### src/hdl/tlb_pkg.sv
// package: register map, field layout and timing constants of the slot bridge
package tlb_pkg;
   // ****************************************************************
   // register indices and byte addresses
   // ****************************************************************
   localparam logic [15:0] IDX_GLOBAL_CTRL = 16'h6000;
   localparam logic [15:0] IDX_LOCAL_BUS_FORMAT = 16'h6020;
   localparam logic [15:0] IDX_BACKPLANE_TO_LOCAL = 16'h6022;
   localparam logic [15:0] IDX_LOCAL_TO_BACKPLANE = 16'h6024;
   localparam logic [15:0] IDX_BRIDGE_STATUS = 16'h6026;
   localparam int ADDR_W = 18;
   localparam logic [ADDR_W-1:0] ADDR_GLOBAL_CTRL = {IDX_GLOBAL_CTRL, 2'b00};
   localparam logic [ADDR_W-1:0] ADDR_LOCAL_BUS_FORMAT =
      {IDX_LOCAL_BUS_FORMAT, 2'b00};
   localparam logic [ADDR_W-1:0] ADDR_BACKPLANE_TO_LOCAL =
      {IDX_BACKPLANE_TO_LOCAL, 2'b00};
   localparam logic [ADDR_W-1:0] ADDR_LOCAL_TO_BACKPLANE =
      {IDX_LOCAL_TO_BACKPLANE, 2'b00};
   localparam logic [ADDR_W-1:0] ADDR_BRIDGE_STATUS =
      {IDX_BRIDGE_STATUS, 2'b00};

   // ****************************************************************
   // reset values
   // ****************************************************************
   localparam logic [15:0] RST_GLOBAL_CTRL = 16'h0000;
   localparam logic [15:0] RST_LOCAL_BUS_FORMAT = 16'h0000;
   localparam logic [15:0] RST_BACKPLANE_TO_LOCAL = 16'h0000;
   localparam logic [15:0] RST_LOCAL_TO_BACKPLANE = 16'h0000;

   // ****************************************************************
   // field positions
   // ****************************************************************
   localparam int GC_MEM_EN_BIT = 0;
   localparam int GC_SPEED_LSB = 4;
   localparam int LBF_FSYNC_LSB = 0;
   localparam int LBF_SAMPLE_LSB = 2;
   localparam int LBF_DIV_LSB = 6;
   localparam int LBF_SRC_STREAM_LSB = 8;
   localparam int LBF_DST_STREAM_LSB = 12;
   localparam int XFR_START_LSB = 0;
   localparam int XFR_COUNT_LSB = 8;
   localparam int XFR_ENABLE_BIT = 15;

   // ****************************************************************
   // field codes
   // ****************************************************************
   localparam logic [1:0] FSYNC_LOW_HALF = 2'h0;
   localparam logic [1:0] FSYNC_HIGH_FULL = 2'h3;
   localparam logic [1:0] SAMPLE_4Q = 2'h0;
   localparam logic [1:0] SAMPLE_3Q = 2'h1;
   localparam logic [1:0] SAMPLE_2Q = 2'h2;
   localparam logic [1:0] DIV_DIRECT = 2'h0;
   localparam logic [1:0] DIV_BY_2 = 2'h1;
   localparam logic [1:0] DIV_BY_4 = 2'h2;
   localparam logic [1:0] SPEED_2M = 2'h0;
   localparam logic [1:0] SPEED_4M = 2'h1;
   localparam logic [1:0] SPEED_8M = 2'h2;

   // ****************************************************************
   // local frame geometry and clock timing
   // ****************************************************************
   localparam int LOCAL_SLOTS = 32;
   localparam int BITS_PER_SLOT = 8;
   localparam logic [7:0] LAST_LOCAL_BIT = 8'hff;
   localparam int CLK_PERIOD_NS = 8;
   localparam int IN_SYNC_STAGES = 3;
endpackage : tlb_pkg

### src/hdl/tlb_slot_bridge.sv
// backplane to local serial bus slot bridge with apb registers
// What this block does
// - frame sync code 00 low half bit straddling boundary (last half bit when direct), 11 high full bit before.
// - sample code 00 at 4/4, 01 at 3/4 (2/4 when direct), 10 at 2/4 of each bit.
// - local bit clock from backplane clock, direct, divided by 2 or by 4.
// - four-bit field picks backplane input stream feeding local output.
// - four-bit field picks backplane output stream fed from local input.
// - seven-bit start slot goes into local output slot zero.
// - outbound slot count is field plus one, one to thirty-two.
// - outbound transfer runs only while its enable bit is one.
// - local input loops to local output whenever outbound transfer is idle.
// - both directions need the global memory transfer enable set.
// - local input slot zero goes into the seven-bit backplane slot.
// - inbound slot count is field plus one, one to thirty-two.
// - enabled inbound slots replace reassembly data on the backplane output.
// - backplane speed gives 32, 64 or 128 slots per frame.
//
// The APB register port was left to the implementer.
`timescale 1ns/1ns
`default_nettype none
module tlb_slot_bridge #(
   parameter int SLOT_W = 7,
   parameter int STREAM_W = 4
) (
   input wire logic pclk,
   input wire logic presetn,
   input wire logic psel,
   input wire logic penable,
   input wire logic pwrite,
   input wire logic [tlb_pkg::ADDR_W-1:0] paddr,
   input wire logic [31:0] pwdata,
   input wire logic [3:0] pstrb,
   output logic [31:0] prdata,
   output logic pready,
   output logic pslverr,
   input wire logic bp_frame_start,
   input wire logic bp_slot_tick,
   input wire logic [SLOT_W-1:0] bp_slot_num,
   input wire logic [7:0] bp_src_byte,
   output logic [STREAM_W-1:0] bp_src_stream,
   output logic [STREAM_W-1:0] bp_dst_stream,
   output logic [SLOT_W-1:0] bp_dst_slot,
   output logic [7:0] bp_dst_byte,
   output logic bp_dst_valid,
   input wire logic local_serial_in,
   output logic local_serial_out,
   output logic local_bit_clock,
   output logic local_frame_sync
);
   // ****************************************************************
   // elaboration checks
   // ****************************************************************
   if (SLOT_W != 7) begin : g_bad_slot_w
      $error("slot field width must be 7");
   end
   if (STREAM_W != 4) begin : g_bad_stream_w
      $error("stream field width must be 4");
   end

   // ****************************************************************
   // registers and decoded fields
   // ****************************************************************
   logic [15:0] global_ctrl_r;
   logic [15:0] local_bus_format_r;
   logic [15:0] backplane_to_local_r;
   logic [15:0] local_to_backplane_r;
   logic [15:0] status;
   logic [31:0] prdata_r;
   logic pslverr_r;
   logic memory_transfer_enable;
   logic [1:0] backplane_speed_sel;
   logic [1:0] local_frame_sync_format;
   logic [1:0] local_sample_point;
   logic [1:0] local_clock_divider;
   logic [STREAM_W-1:0] backplane_source_stream_sel;
   logic [STREAM_W-1:0] backplane_dest_stream_sel;
   logic [SLOT_W-1:0] outbound_start_slot;
   logic [6:0] outbound_slot_count;
   logic outbound_transfer_enable;
   logic [SLOT_W-1:0] inbound_start_slot;
   logic [6:0] inbound_slot_count;
   logic inbound_transfer_enable;

   assign memory_transfer_enable = global_ctrl_r[tlb_pkg::GC_MEM_EN_BIT];
   assign backplane_speed_sel =
      global_ctrl_r[tlb_pkg::GC_SPEED_LSB +: 2];
   assign local_frame_sync_format =
      local_bus_format_r[tlb_pkg::LBF_FSYNC_LSB +: 2];
   assign local_sample_point =
      local_bus_format_r[tlb_pkg::LBF_SAMPLE_LSB +: 2];
   assign local_clock_divider =
      local_bus_format_r[tlb_pkg::LBF_DIV_LSB +: 2];
   assign backplane_source_stream_sel =
      local_bus_format_r[tlb_pkg::LBF_SRC_STREAM_LSB +: STREAM_W];
   assign backplane_dest_stream_sel =
      local_bus_format_r[tlb_pkg::LBF_DST_STREAM_LSB +: STREAM_W];
   assign outbound_start_slot =
      backplane_to_local_r[tlb_pkg::XFR_START_LSB +: SLOT_W];
   assign outbound_slot_count =
      backplane_to_local_r[tlb_pkg::XFR_COUNT_LSB +: 7];
   assign outbound_transfer_enable =
      backplane_to_local_r[tlb_pkg::XFR_ENABLE_BIT];
   assign inbound_start_slot =
      local_to_backplane_r[tlb_pkg::XFR_START_LSB +: SLOT_W];
   assign inbound_slot_count =
      local_to_backplane_r[tlb_pkg::XFR_COUNT_LSB +: 7];
   assign inbound_transfer_enable =
      local_to_backplane_r[tlb_pkg::XFR_ENABLE_BIT];

   // ****************************************************************
   // apb slave: zero wait states, error on unmapped address
   // ****************************************************************
   logic setup;
   logic access;
   logic mapped;
   logic [15:0] wmask;

   assign setup = psel && !penable;
   assign access = psel && penable;
   assign mapped = (paddr == tlb_pkg::ADDR_GLOBAL_CTRL) ||
      (paddr == tlb_pkg::ADDR_LOCAL_BUS_FORMAT) ||
      (paddr == tlb_pkg::ADDR_BACKPLANE_TO_LOCAL) ||
      (paddr == tlb_pkg::ADDR_LOCAL_TO_BACKPLANE) ||
      (paddr == tlb_pkg::ADDR_BRIDGE_STATUS);
   assign wmask = {{8{pstrb[1]}}, {8{pstrb[0]}}};

   function automatic logic [15:0] merge(input logic [15:0] old,
      input logic [15:0] wd, input logic [15:0] m);
      merge = (old & ~m) | (wd & m);
   endfunction : merge

   always_ff @(posedge pclk or negedge presetn) begin
      if (!presetn) begin
         global_ctrl_r <= tlb_pkg::RST_GLOBAL_CTRL;
         local_bus_format_r <= tlb_pkg::RST_LOCAL_BUS_FORMAT;
         backplane_to_local_r <= tlb_pkg::RST_BACKPLANE_TO_LOCAL;
         local_to_backplane_r <= tlb_pkg::RST_LOCAL_TO_BACKPLANE;
      end else if (access && pwrite) begin
         unique case (paddr)
            tlb_pkg::ADDR_GLOBAL_CTRL: global_ctrl_r <=
               merge(global_ctrl_r, pwdata[15:0], wmask);
            tlb_pkg::ADDR_LOCAL_BUS_FORMAT: local_bus_format_r <=
               merge(local_bus_format_r, pwdata[15:0], wmask);
            tlb_pkg::ADDR_BACKPLANE_TO_LOCAL: backplane_to_local_r <=
               merge(backplane_to_local_r, pwdata[15:0], wmask);
            tlb_pkg::ADDR_LOCAL_TO_BACKPLANE: local_to_backplane_r <=
               merge(local_to_backplane_r, pwdata[15:0], wmask);
            default: ;
         endcase
      end
   end

   // read data and error prepared in the setup cycle
   always_ff @(posedge pclk or negedge presetn) begin
      if (!presetn) begin
         prdata_r <= 32'h0000_0000;
         pslverr_r <= 1'b0;
      end else if (setup) begin
         pslverr_r <= !mapped;
         unique case (paddr)
            tlb_pkg::ADDR_GLOBAL_CTRL: prdata_r <= {16'h0000, global_ctrl_r};
            tlb_pkg::ADDR_LOCAL_BUS_FORMAT:
               prdata_r <= {16'h0000, local_bus_format_r};
            tlb_pkg::ADDR_BACKPLANE_TO_LOCAL:
               prdata_r <= {16'h0000, backplane_to_local_r};
            tlb_pkg::ADDR_LOCAL_TO_BACKPLANE:
               prdata_r <= {16'h0000, local_to_backplane_r};
            tlb_pkg::ADDR_BRIDGE_STATUS: prdata_r <= {16'h0000, status};
            default: prdata_r <= 32'h0000_0000;
         endcase
      end
   end

   assign prdata = prdata_r;
   assign pslverr = pslverr_r && access;
   assign pready = 1'b1;

   // ****************************************************************
   // local input synchroniser: change taken when stages two and three agree
   // ****************************************************************
   logic [tlb_pkg::IN_SYNC_STAGES-1:0] in_sync_r;
   logic in_filt_r;

   always_ff @(posedge pclk or negedge presetn) begin
      if (!presetn) begin
         in_sync_r <= '0;
         in_filt_r <= 1'b0;
      end else begin
         in_sync_r <= {in_sync_r[1:0], local_serial_in};
         if (in_sync_r[1] == in_sync_r[2]) begin
            in_filt_r <= in_sync_r[2];
         end
      end
   end

   // ****************************************************************
   // local bit timing
   // ****************************************************************
   logic bit_start;
   logic sample_tick;
   logic [7:0] bit_idx;
   logic [4:0] local_slot;
   logic [2:0] local_bit;

   tlb_bit_timer u_timer (
      .pclk(pclk),
      .presetn(presetn),
      .frame_start(bp_frame_start),
      .div_code(local_clock_divider),
      .fsync_fmt(local_frame_sync_format),
      .sample_code(local_sample_point),
      .bit_start(bit_start),
      .sample_tick(sample_tick),
      .bit_idx(bit_idx),
      .bit_clk(local_bit_clock),
      .fsync(local_frame_sync)
   );

   assign local_slot = bit_idx[7:3];
   assign local_bit = bit_idx[2:0];

   // ****************************************************************
   // backplane slot offsets, wrapped to the frame length
   // ****************************************************************
   logic [SLOT_W-1:0] slot_mask;
   logic [SLOT_W-1:0] out_off;
   logic [SLOT_W-1:0] in_off;
   logic [6:0] out_cnt;
   logic [6:0] in_cnt;
   logic out_run;
   logic in_run;

   always_comb begin
      unique case (backplane_speed_sel)
         tlb_pkg::SPEED_2M: slot_mask = 7'h1f;
         tlb_pkg::SPEED_4M: slot_mask = 7'h3f;
         default: slot_mask = 7'h7f;
      endcase
   end

   assign out_off = (bp_slot_num - outbound_start_slot) & slot_mask;
   assign in_off = (bp_slot_num - inbound_start_slot) & slot_mask;
   // count fields above thirty-one clamp to thirty-two
   assign out_cnt = (outbound_slot_count > 7'h1f) ? 7'h20 :
      outbound_slot_count + 7'h01;
   assign in_cnt = (inbound_slot_count > 7'h1f) ? 7'h20 :
      inbound_slot_count + 7'h01;
   assign out_run = memory_transfer_enable && outbound_transfer_enable;
   assign in_run = memory_transfer_enable && inbound_transfer_enable;

   // ****************************************************************
   // frame banks: one side fills while the other side drains
   // ****************************************************************
   logic bank_r;
   logic [7:0] out_buf [0:2*tlb_pkg::LOCAL_SLOTS-1];
   logic [7:0] in_buf [0:2*tlb_pkg::LOCAL_SLOTS-1];

   always_ff @(posedge pclk or negedge presetn) begin
      if (!presetn) begin
         bank_r <= 1'b0;
      end else if (bp_frame_start) begin
         bank_r <= !bank_r;
      end
   end

   assign bp_src_stream = backplane_source_stream_sel;

   // outbound capture from the selected backplane input stream
   always_ff @(posedge pclk) begin
      if (bp_slot_tick && out_run && ({1'b0, out_off} < {1'b0, out_cnt})) begin
         out_buf[{bank_r, out_off[4:0]}] <= bp_src_byte;
      end
   end

   // ****************************************************************
   // local serial output: slot data or loopback
   // ****************************************************************
   logic out_slot_live;
   logic [7:0] out_byte;
   logic out_r;

   assign out_slot_live = out_run && ({2'b00, local_slot} < out_cnt);
   assign out_byte = out_buf[{!bank_r, local_slot}];

   always_ff @(posedge pclk or negedge presetn) begin
      if (!presetn) begin
         out_r <= 1'b0;
      end else if (!out_slot_live) begin
         out_r <= in_filt_r;
      end else if (bit_start) begin
         out_r <= out_byte[3'h7 - local_bit];
      end
   end

   assign local_serial_out = out_r;

   // ****************************************************************
   // local serial input: assemble bytes at the sample point
   // ****************************************************************
   logic [6:0] in_shift_r;

   always_ff @(posedge pclk or negedge presetn) begin
      if (!presetn) begin
         in_shift_r <= 7'h00;
      end else if (sample_tick) begin
         in_shift_r <= {in_shift_r[5:0], in_filt_r};
      end
   end

   always_ff @(posedge pclk) begin
      if (sample_tick && (local_bit == 3'h7) &&
         ({2'b00, local_slot} < in_cnt)) begin
         in_buf[{bank_r, local_slot}] <= {in_shift_r, in_filt_r};
      end
   end

   // ****************************************************************
   // backplane output: replaces reassembly data in the chosen slots
   // ****************************************************************
   logic [STREAM_W-1:0] dst_stream_r;
   logic [SLOT_W-1:0] dst_slot_r;
   logic [7:0] dst_byte_r;
   logic dst_valid_r;
   logic in_hit;

   assign in_hit = bp_slot_tick && in_run &&
      ({1'b0, in_off} < {1'b0, in_cnt});

   always_ff @(posedge pclk or negedge presetn) begin
      if (!presetn) begin
         dst_stream_r <= '0;
         dst_slot_r <= '0;
         dst_byte_r <= 8'h00;
         dst_valid_r <= 1'b0;
      end else begin
         dst_valid_r <= in_hit;
         if (bp_slot_tick) begin
            dst_stream_r <= backplane_dest_stream_sel;
            dst_slot_r <= bp_slot_num;
         end
         if (in_hit) begin
            dst_byte_r <= in_buf[{!bank_r, in_off[4:0]}];
         end
      end
   end

   assign bp_dst_stream = dst_stream_r;
   assign bp_dst_slot = dst_slot_r;
   assign bp_dst_byte = dst_byte_r;
   assign bp_dst_valid = dst_valid_r;

   // ****************************************************************
   // status: loopback state and local position
   // ****************************************************************
   assign status = {bit_idx, 5'h00, in_run, out_run, !out_slot_live};
endmodule : tlb_slot_bridge
`default_nettype wire

### src/hdl/tlb_bit_timer.sv
// local bit clock, frame sync and sample point generator
`timescale 1ns/1ns
`default_nettype none
module tlb_bit_timer (
   input wire logic pclk,
   input wire logic presetn,
   input wire logic frame_start,
   input wire logic [1:0] div_code,
   input wire logic [1:0] fsync_fmt,
   input wire logic [1:0] sample_code,
   output logic bit_start,
   output logic sample_tick,
   output logic [7:0] bit_idx,
   output logic bit_clk,
   output logic fsync
);
   // ****************************************************************
   // bit period: two clocks per bit undivided
   // ****************************************************************
   logic [3:0] period;
   logic [3:0] half;
   logic [3:0] quarter;
   logic [3:0] samp_cyc;
   logic [3:0] cyc_r;
   logic [7:0] bit_r;
   logic clk_r;
   logic fs_r;

   always_comb begin
      unique case (div_code)
         tlb_pkg::DIV_DIRECT: period = 4'h2;
         tlb_pkg::DIV_BY_2: period = 4'h4;
         default: period = 4'h8;
      endcase
   end

   assign half = {1'b0, period[3:1]};
   assign quarter = {2'b00, period[3:2]};

   // sample position inside the bit
   always_comb begin
      unique case (sample_code)
         tlb_pkg::SAMPLE_3Q: samp_cyc = half + quarter;
         tlb_pkg::SAMPLE_2Q: samp_cyc = half;
         default: samp_cyc = period;
      endcase
      if (samp_cyc != 4'h0) begin
         samp_cyc = samp_cyc - 4'h1;
      end
   end

   always_ff @(posedge pclk or negedge presetn) begin
      if (!presetn) begin
         cyc_r <= 4'h0;
         bit_r <= 8'h00;
      end else if (frame_start) begin
         cyc_r <= 4'h0;
         bit_r <= 8'h00;
      end else if (cyc_r >= period - 4'h1) begin
         cyc_r <= 4'h0;
         bit_r <= bit_r + 8'h01;
      end else begin
         cyc_r <= cyc_r + 4'h1;
      end
   end

   assign bit_start = (cyc_r == 4'h0);
   assign sample_tick = (cyc_r == samp_cyc);
   assign bit_idx = bit_r;

   // ****************************************************************
   // clock and frame sync, one clock behind the counters like the data
   // ****************************************************************
   always_ff @(posedge pclk or negedge presetn) begin
      if (!presetn) begin
         clk_r <= 1'b0;
         fs_r <= 1'b1;
      end else begin
         clk_r <= (cyc_r < half);
         if (fsync_fmt == tlb_pkg::FSYNC_HIGH_FULL) begin
            fs_r <= (bit_r == tlb_pkg::LAST_LOCAL_BIT);
         end else begin
            fs_r <= !(((bit_r == tlb_pkg::LAST_LOCAL_BIT) &&
               (cyc_r >= half + quarter)) ||
               ((bit_r == 8'h00) && (cyc_r < quarter)));
         end
      end
   end

   assign bit_clk = clk_r;
   assign fsync = fs_r;
endmodule : tlb_bit_timer
`default_nettype wire

### config.mk
export PLATFORM = sky130hd
export DESIGN_NAME = tlb_slot_bridge
export DESIGN_NICKNAME = d
export VERILOG_FILES = /design/src/hdl/tlb_pkg.sv /design/src/hdl/tlb_slot_bridge.sv /design/src/hdl/tlb_bit_timer.sv
export SDC_FILE = /design/constraint.sdc
export NUM_CORES = 1
export LEC_CHECK = 0
export BUFFER_PORTS_ARGS = -buffer_cell sky130_fd_sc_hd__buf_2
export CAP_MARGIN = 20
export CORE_ASPECT_RATIO = 0.9
export CORE_MARGIN = 5
export CORE_UTILIZATION = 25
export CTS_CLUSTER_SIZE = 16
export DETAILED_ROUTE_END_ITERATION = 7
export GPL_TIMING_DRIVEN = 0
export PLACE_DENSITY_LB_ADDON = 0.3
export SLEW_MARGIN = 20
export SYNTH_ARGS = -nofsm -noshare
export SYNTH_HDL_FRONTEND = slang
export SYNTH_SLANG_ARGS = --single-unit
### constraint.sdc
create_clock -name pclk -period 6.3 [get_ports pclk]
set_clock_uncertainty 0.05 [all_clocks]
set_input_delay 0 -clock pclk [delete_from_list [all_inputs] [get_ports pclk]]
set_output_delay 0 -clock pclk [all_outputs]
set_load 0.02 [all_outputs]
==> flow_summary.json, run 1 <==
{
  "status": "complete, no violations",
  "post_cts_buffers": 0,
  "area_delta_synth_final_pct": 19.1,
  "ctsHoldBuffers": 59,
  "die_w_um": 468,
  "clock_sinks": 1152,
  "vias_per_cell": 4.86,
  "nets": 3138,
  "wl_met3_mm": 11.3,
  "grt_pass1_vias": 27200,
  "synth_area_per_cell_um2": 18.0,
  "finalCritPeriodShare_pct": 97.0,
  "power.leakage_nw": 18.4,
  "clk_path_buf_depth": 3,
  "firstDrtPassIters": 6,
  "port_buffers": 101,
  "power_density_nw_per_um2": 302,
  "final_antenna_net_count": 0,
  "initial_core_util_pct": 25.1,
  "start_kind": "flip-flop",
  "core_um2": 188000,
  "period_needed_ns": 6.11,
  "final_cell_mix": "1024 x edfxtp_1, 209 x mux4_2, 154 x buf_2",
  "drt_iter0_markers": 2916,
  "slew_headroom_pct": 15.9,
  "required_ns": 6.65,
  "vdd_drop_max_mv": 0.297,
  "layout_commonest_cell": "edfxtp_1",
  "gp_congestion": 0.966,
  "dr.max_layer_used": "met5",
  "synth_area_um2": 47200,
  "clkLatencyLatePin_ns": 0.74,
  "tightest_slew_ns": 1.26,
  "synth_cell_types": 79,
  "grt_max_degree": 78,
  "synthFlopType": "edfxtp_1",
  "synthCells": 2627,
  "tritoncts": "yes",
  "die_area_um2": 198000,
  "hp-class": "in2reg",
  "synth_top_area_cell": "edfxtp_1",
  "drc": 0,
  "cts-root-buf": "clkbuf_16",
  "critPathKind": "reg2reg",
  "routed_wl_mm": 150,
  "fin_cells": 5617,
  "rsz0062_at_grt": "false",
  "max_freq_ghz": 0.164,
  "dp_hpwl_mm": 102,
  "power.total_mw": 17.0,
  "numCtsBuffers": 110,
  "dpl.cell_count": 5355,
  "setup_violations": 0,
  "design_area_um2": 56200,
  "drive_gt1_share_pct": 26.8,
  "top_level_ports": 138,
  "cts_resized": 0,
  "grt.total_usage_pct": 14.9,
  "cp-end-kind": "flip-flop",
  "hold_violations": 0,
  "overflow": 0,
  "grt_pass1_wl_mm": 212,
  "ys_seq_area_share_pct": 71.9,
  "clk_pin_slew_ns": 0.07,
  "yosysWarnings": 0,
  "rrSetupSlack_ns": 0.19,
  "placed_area_um2": 52100,
  "routedWlPerCell_um": 26.8,
  "holdWs_ns": 0.0515,
  "post-synth-top-area-fraction_pct": 65.2,
  "num_vias": 27300,
  "antenna_found_initial": 7,
  "ys_async_sr_fraction_pct": 11.1,
  "synth-edff-count": 1024,
  "synthTopCellsByArea": "edfxtp_1 65%, mux4_2 10%, dfrtp_1 6.7%, mux2_2 2.7%, mux2i_1 1.8%",
  "met1Wirelength_mm": 67.2,
  "slew_violations": 0,
  "cp_max_fo": 10,
  "synth-seq-cells": 1152,
  "dr_wl_met2_mm": 68.3,
  "dieHeight_um": 422,
  "finish.utilization_pct": 29.9,
  "maxCapViolCount": 0,
  "row_count": 151,
  "htreeDepth": 3,
  "cp.arrival_ns": 6.46
}
[cell families (layout without fill, tap and decap cells)]
| kind of cell | after synthesis | after routing | share of synthesized area (%) |
|---|---|---|---|
| AO/OA/AOI/OAI | 336 | 336 | 4.97 |
| XOR/XNOR | 28 | 28 | 0.520 |
| adder cells (fa/ha/maj) | 57 | 57 | 1.54 |
| buffers and inverters | 194 | 640 | 1.80 |
| flip-flops | 1152 | 1152 | 71.9 |
| multiplexers | 412 | 412 | 14.6 |
| other | 2 | 22 | 0.0159 |
| AND/OR/NAND/NOR | 446 | 446 | 4.62 |
[cells in the mapped netlist, types with 4 or more instances]
cell type / count
nor3b_1: 5
ha_1: 54
buf_2: 20
buf_4: 24
a221oi_1: 49
clkinv_1: 4
a21o_1: 8
o21ai_0: 79
xor2_1: 9
and3_1: 6
o221ai_1: 12
buf_1: 22
nand4_1: 7
a21oi_1: 52
o2bb2ai_1: 5
nor3_1: 35
o211ai_1: 4
nand3_2: 6
nand3b_1: 4
a22oi_1: 49
nor2_1: 137
nand2b_1: 10
o22ai_1: 14
mux2i_1: 85
a221o_1: 6
nand2_1: 108
or3_1: 5
a211oi_1: 4
xnor2_1: 19
inv_1: 34
edfxtp_1: 1024
o22a_1: 4
nand3_1: 33
mux2_2: 114
nor4_1: 47
a31oi_1: 6
or4_1: 4
mux4_2: 209
o21a_1: 9
mux2_1: 4
clkbuf_1: 89
and2_1: 9
nor2b_1: 11
and3b_1: 4
dfrtp_1: 127
[critical path: stages (launching register included)]
cell	delay [ns]
dfrtp_1	0.42
inv_1	0.08
ha_1	0.26
nor2b_1	0.12
o21ai_0	0.16
nand2b_1	0.13
xnor2_2	0.80
inv_1	0.21
clkbuf_1	0.50
ha_1	0.46
o21a_1	0.11
o21a_1	0.17
o21a_1	0.16
o21a_1	0.27
clkbuf_1	0.29
buf_1	0.40
nor4_2	0.80
buf_2	0.33
[metal layers]
metal / track usage (%) / up-vias
met2: 23.1 / 1080
met1: 21.5 / 14600
met4: 3.54 / 4
met3: 3.08 / 213
met5: 0 / -
li1: - / 11400
[final cells by class]
class                      instances  area, µm²
fill                           18500     132000
sequential                      1152      34000
multi-input combinational       1298      12900
tap                             2524       3160
clock buffer                     135       2900
timing repair buffer             249       1850
buffer                           156        732
clock inverter                    62        541
inverter                          38        143
antenna                            3       7.51
[through the flow]
step	setup slack [ns]	TNS [ns]
floorplan	1.94	0
global route	0.0102	0
CTS	0.326	0
finish	0.189	0
detailed placement	0.414	0
global placement	-1.10	-271.63
[worst paths after layout]
kind	startpoint	endpoint	depth (start not counted)
min in group asynchronous	presetn	u_timer.fsync$_DFF_PN1_	3
worst min register to register	in_sync_r[0]$_DFF_PN0_	in_sync_r[1]$_DFF_PN0_	0
worst min-delay path	pwdata[12]	flip-flop	3
worst max register to register	flip-flop	out_buf[40][3]$_DFFE_PP_	17
worst max-delay path	flip-flop	out_buf[40][3]$_DFFE_PP_	17
max in group asynchronous	presetn	in_filt_r$_DFFE_PN0N_	4
[power breakdown]
group          switching (mW)  leakage (nW)  internal (mW)
clock network            2.94          1.67           3.58
logic                   0.778          5.87          0.411
registers               0.431          10.9           8.82
total                    4.15          18.4           12.8
[registers in the layout (all words and copies together), names as in the netlist, 4 cells and up, named ones only]
register and count:
u_timer.bit_idx 8, bp_dst_stream 4, prdata 16, bp_dst_slot 7, in_buf 512, bp_dst_byte 8, u_timer.cyc_r 4, in_shift_r 7
out_buf 512
No activity file was read; power rests on OpenSTA's default activity.
==> run 2, diff against run 1 <==
- CORE_UTILIZATION: 25 -> 62
==> run 2 against run 1 <==
Effect of this change: sequential share of layout area grew 2.4 points; highest routed layer unchanged; sequential power shrank 1%; clock power shrank 0.9%; critical path type unchanged; routed wire length shrank 5.4%; power is essentially flat; die area shrank 59%; first-iteration DRC count grew 58%; combinational power grew 15%; final area shrank 3.8%; count of clock-buffer cells in the layout shrank 1; worst hold slack gained 0.041 ns.
==> flow_summary.json, run 2 (same netlist as run 1, synthesis figures left out) <==
{
  "power_density_nw_per_um2": 314,
  "clkLatencyLatePin_ns": 0.69,
  "layout_commonest_cell": "edfxtp_1",
  "path_buf_inv": 6,
  "crit_top_cell": "o21a_1",
  "die_w_um": 301,
  "critPathKind": "reg2reg",
  "num_vias": 28600,
  "pre_cts_slack_ns": 0.123,
  "dp_hpwl_mm": 92.8,
  "firstDrtPassIters": 5,
  "port_buffers": 101,
  "clk_path_buf_depth": 3,
  "drt_iter0_markers": 4618,
  "setup_violations": 0,
  "slew_violations": 0,
  "grt_pass1_wl_mm": 203,
  "rrSetupSlack_ns": 0.35,
  "gp_congestion": 1.02,
  "drc": 0,
  "slowest_delay_ns": 0.88,
  "cp_max_fo": 10,
  "cp-end-kind": "flip-flop",
  "tightest_slew_ns": 1.27,
  "path_delay_family": "buffers and inverters",
  "hold_violations": 0,
  "required_ns": 6.61,
  "initial_core_util_pct": 62.2,
  "r2r_end": "out_buf[14][2]$_DFFE_PP_",
  "max_freq_ghz": 0.168,
  "nets": 3106,
  "hp-class": "in2reg",
  "grt_pass1_vias": 28700,
  "antenna_found_initial": 5,
  "cp.arrival_ns": 6.26,
  "clk_pin_slew_ns": 0.06,
  "period_needed_ns": 5.95,
  "power.total_mw": 17.0,
  "crit_chain": "inv_1, ha_1, nor2b_1, o21ai_0, nand2b_1, xnor2_2, inv_1, clkbuf_1, ha_1, o21a_1, o21a_1, o21a_1, o21a_1, clkbuf_1, buf_1, nor4_2, buf_2",
  "die_area_um2": 81700,
  "fin_ws_ns": 0.350,
  "start_kind": "flip-flop",
  "grt.total_usage_pct": 34.9,
  "cp_slowest_cell": "nor4_2",
  "crit_cells": 17,
  "vdd_drop_max_mv": 0.443,
  "antenna-diode-count": 0,
  "vias_per_cell": 6.99,
  "drive_gt1_share_pct": 25.9,
  "endpoint": "out_buf[14][2]$_DFFE_PP_",
  "reg2reg_depth": 17,
  "routedWlPerCell_um": 34.8,
  "status": "complete, no violations",
  "cts-root-buf": "clkbuf_16",
  "row_count": 96,
  "grt_max_degree": 75,
  "clock_sinks": 1152,
  "area_delta_synth_final_pct": 14.5,
  "rsz0062_at_grt": "false",
  "tritoncts": "yes",
  "top_level_ports": 138,
  "core_um2": 75900,
  "htreeDepth": 3,
  "finalCritPeriodShare_pct": 94.4,
  "final_cell_mix": "1024 x edfxtp_1, 209 x mux4_2, 146 x buf_2",
  "fin_cells": 4089,
  "slew_headroom_pct": 15.0,
  "dpl.cell_count": 3840,
  "dieHeight_um": 272,
  "numCtsBuffers": 107,
  "overflow": 0,
  "final_antenna_net_count": 0,
  "tns_ns": 0,
  "routed_wl_mm": 142,
  "maxCapViolCount": 0,
  "post_cts_buffers": 0,
  "power.leakage_nw": 18.2
}
run 2: cell count changes in the layout (fill, tap and decap cells not counted), sizes merged:
| cell | previous run | this run |
|---|---|---|
| bufinv | 8 | 11 |
| clkinv | 49 | 44 |
| dlygate4sd3 | 59 | 51 |
| buf | 254 | 232 |
| inv | 36 | 38 |
| diode | 3 | 0 |
run 2: worst min-delay path by stage:
stage                    startpoint                   endpoint  depth (start not counted)
finish                     paddr[1]                  flip-flop                          5
global route               paddr[1]                  flip-flop                          5
CTS                        paddr[3]     prdata[10]$_DFFE_PN0P_                          6
detailed placement          presetn  u_timer.bit_clk$_DFF_PN0_                          1
global placement    local_serial_in     in_sync_r[0]$_DFF_PN0_                          1
floorplan                   presetn                  async pin                          0
run 2: worst min-delay path, cell delays in order:
cell     delay (ns)
buf_2          0.07
nor4_1         0.04
nand4_1        0.23
nor4_2         0.19
mux2_2         0.24
run 2: timing repair:
action                                  CTS  global route
endpoints found under the hold margin   349           384
hold buffers                             46             6
endpoints found under the setup margin    0            73
gates resized for setup                   0             1
run 2: cell type report:
class / instances / area [µm²]
well taps: 1029 / 1290
plain buffers: 156 / 721
clock buffers: 134 / 2780
clock inverters: 62 / 676
multi-input cells: 1298 / 12900
inverters: 38 / 143
flip-flops and latches: 1152 / 34000
repair buffers: 220 / 1600
fillers: 4624 / 21900
run 2: layer usage:
| layer | global-route usage [%] | vias up | wire length [µm] |
|---|---|---|---|
| li1 | - | 11300 | - |
| met1 | 49.2 | 14500 | 51700 |
| met2 | 51.9 | 2304 | 63800 |
| met3 | 11.0 | 437 | 19600 |
| met4 | 14.0 | 10 | 7130 |
| met5 | 0 | - | 48 |
run 2: power by group:
part           internal, mW  switching, mW
logic                 0.447          0.928
clock network          3.60           2.86
registers              8.81          0.309
total                  12.9           4.10
run 2: stage by stage:
step | util (%) | hold WS (ns) | cell area, µm²
after floorplan | - | -0.346 | 47300
after global placement | 64.6 | 0.0615 | 49100
after detailed placement | 65.9 | -0.100 | 50000
after CTS | 71.1 | 0.0356 | 53900
after global routing | 71.2 | 0.0977 | 54100
final | 71.2 | 0.0923 | 54100
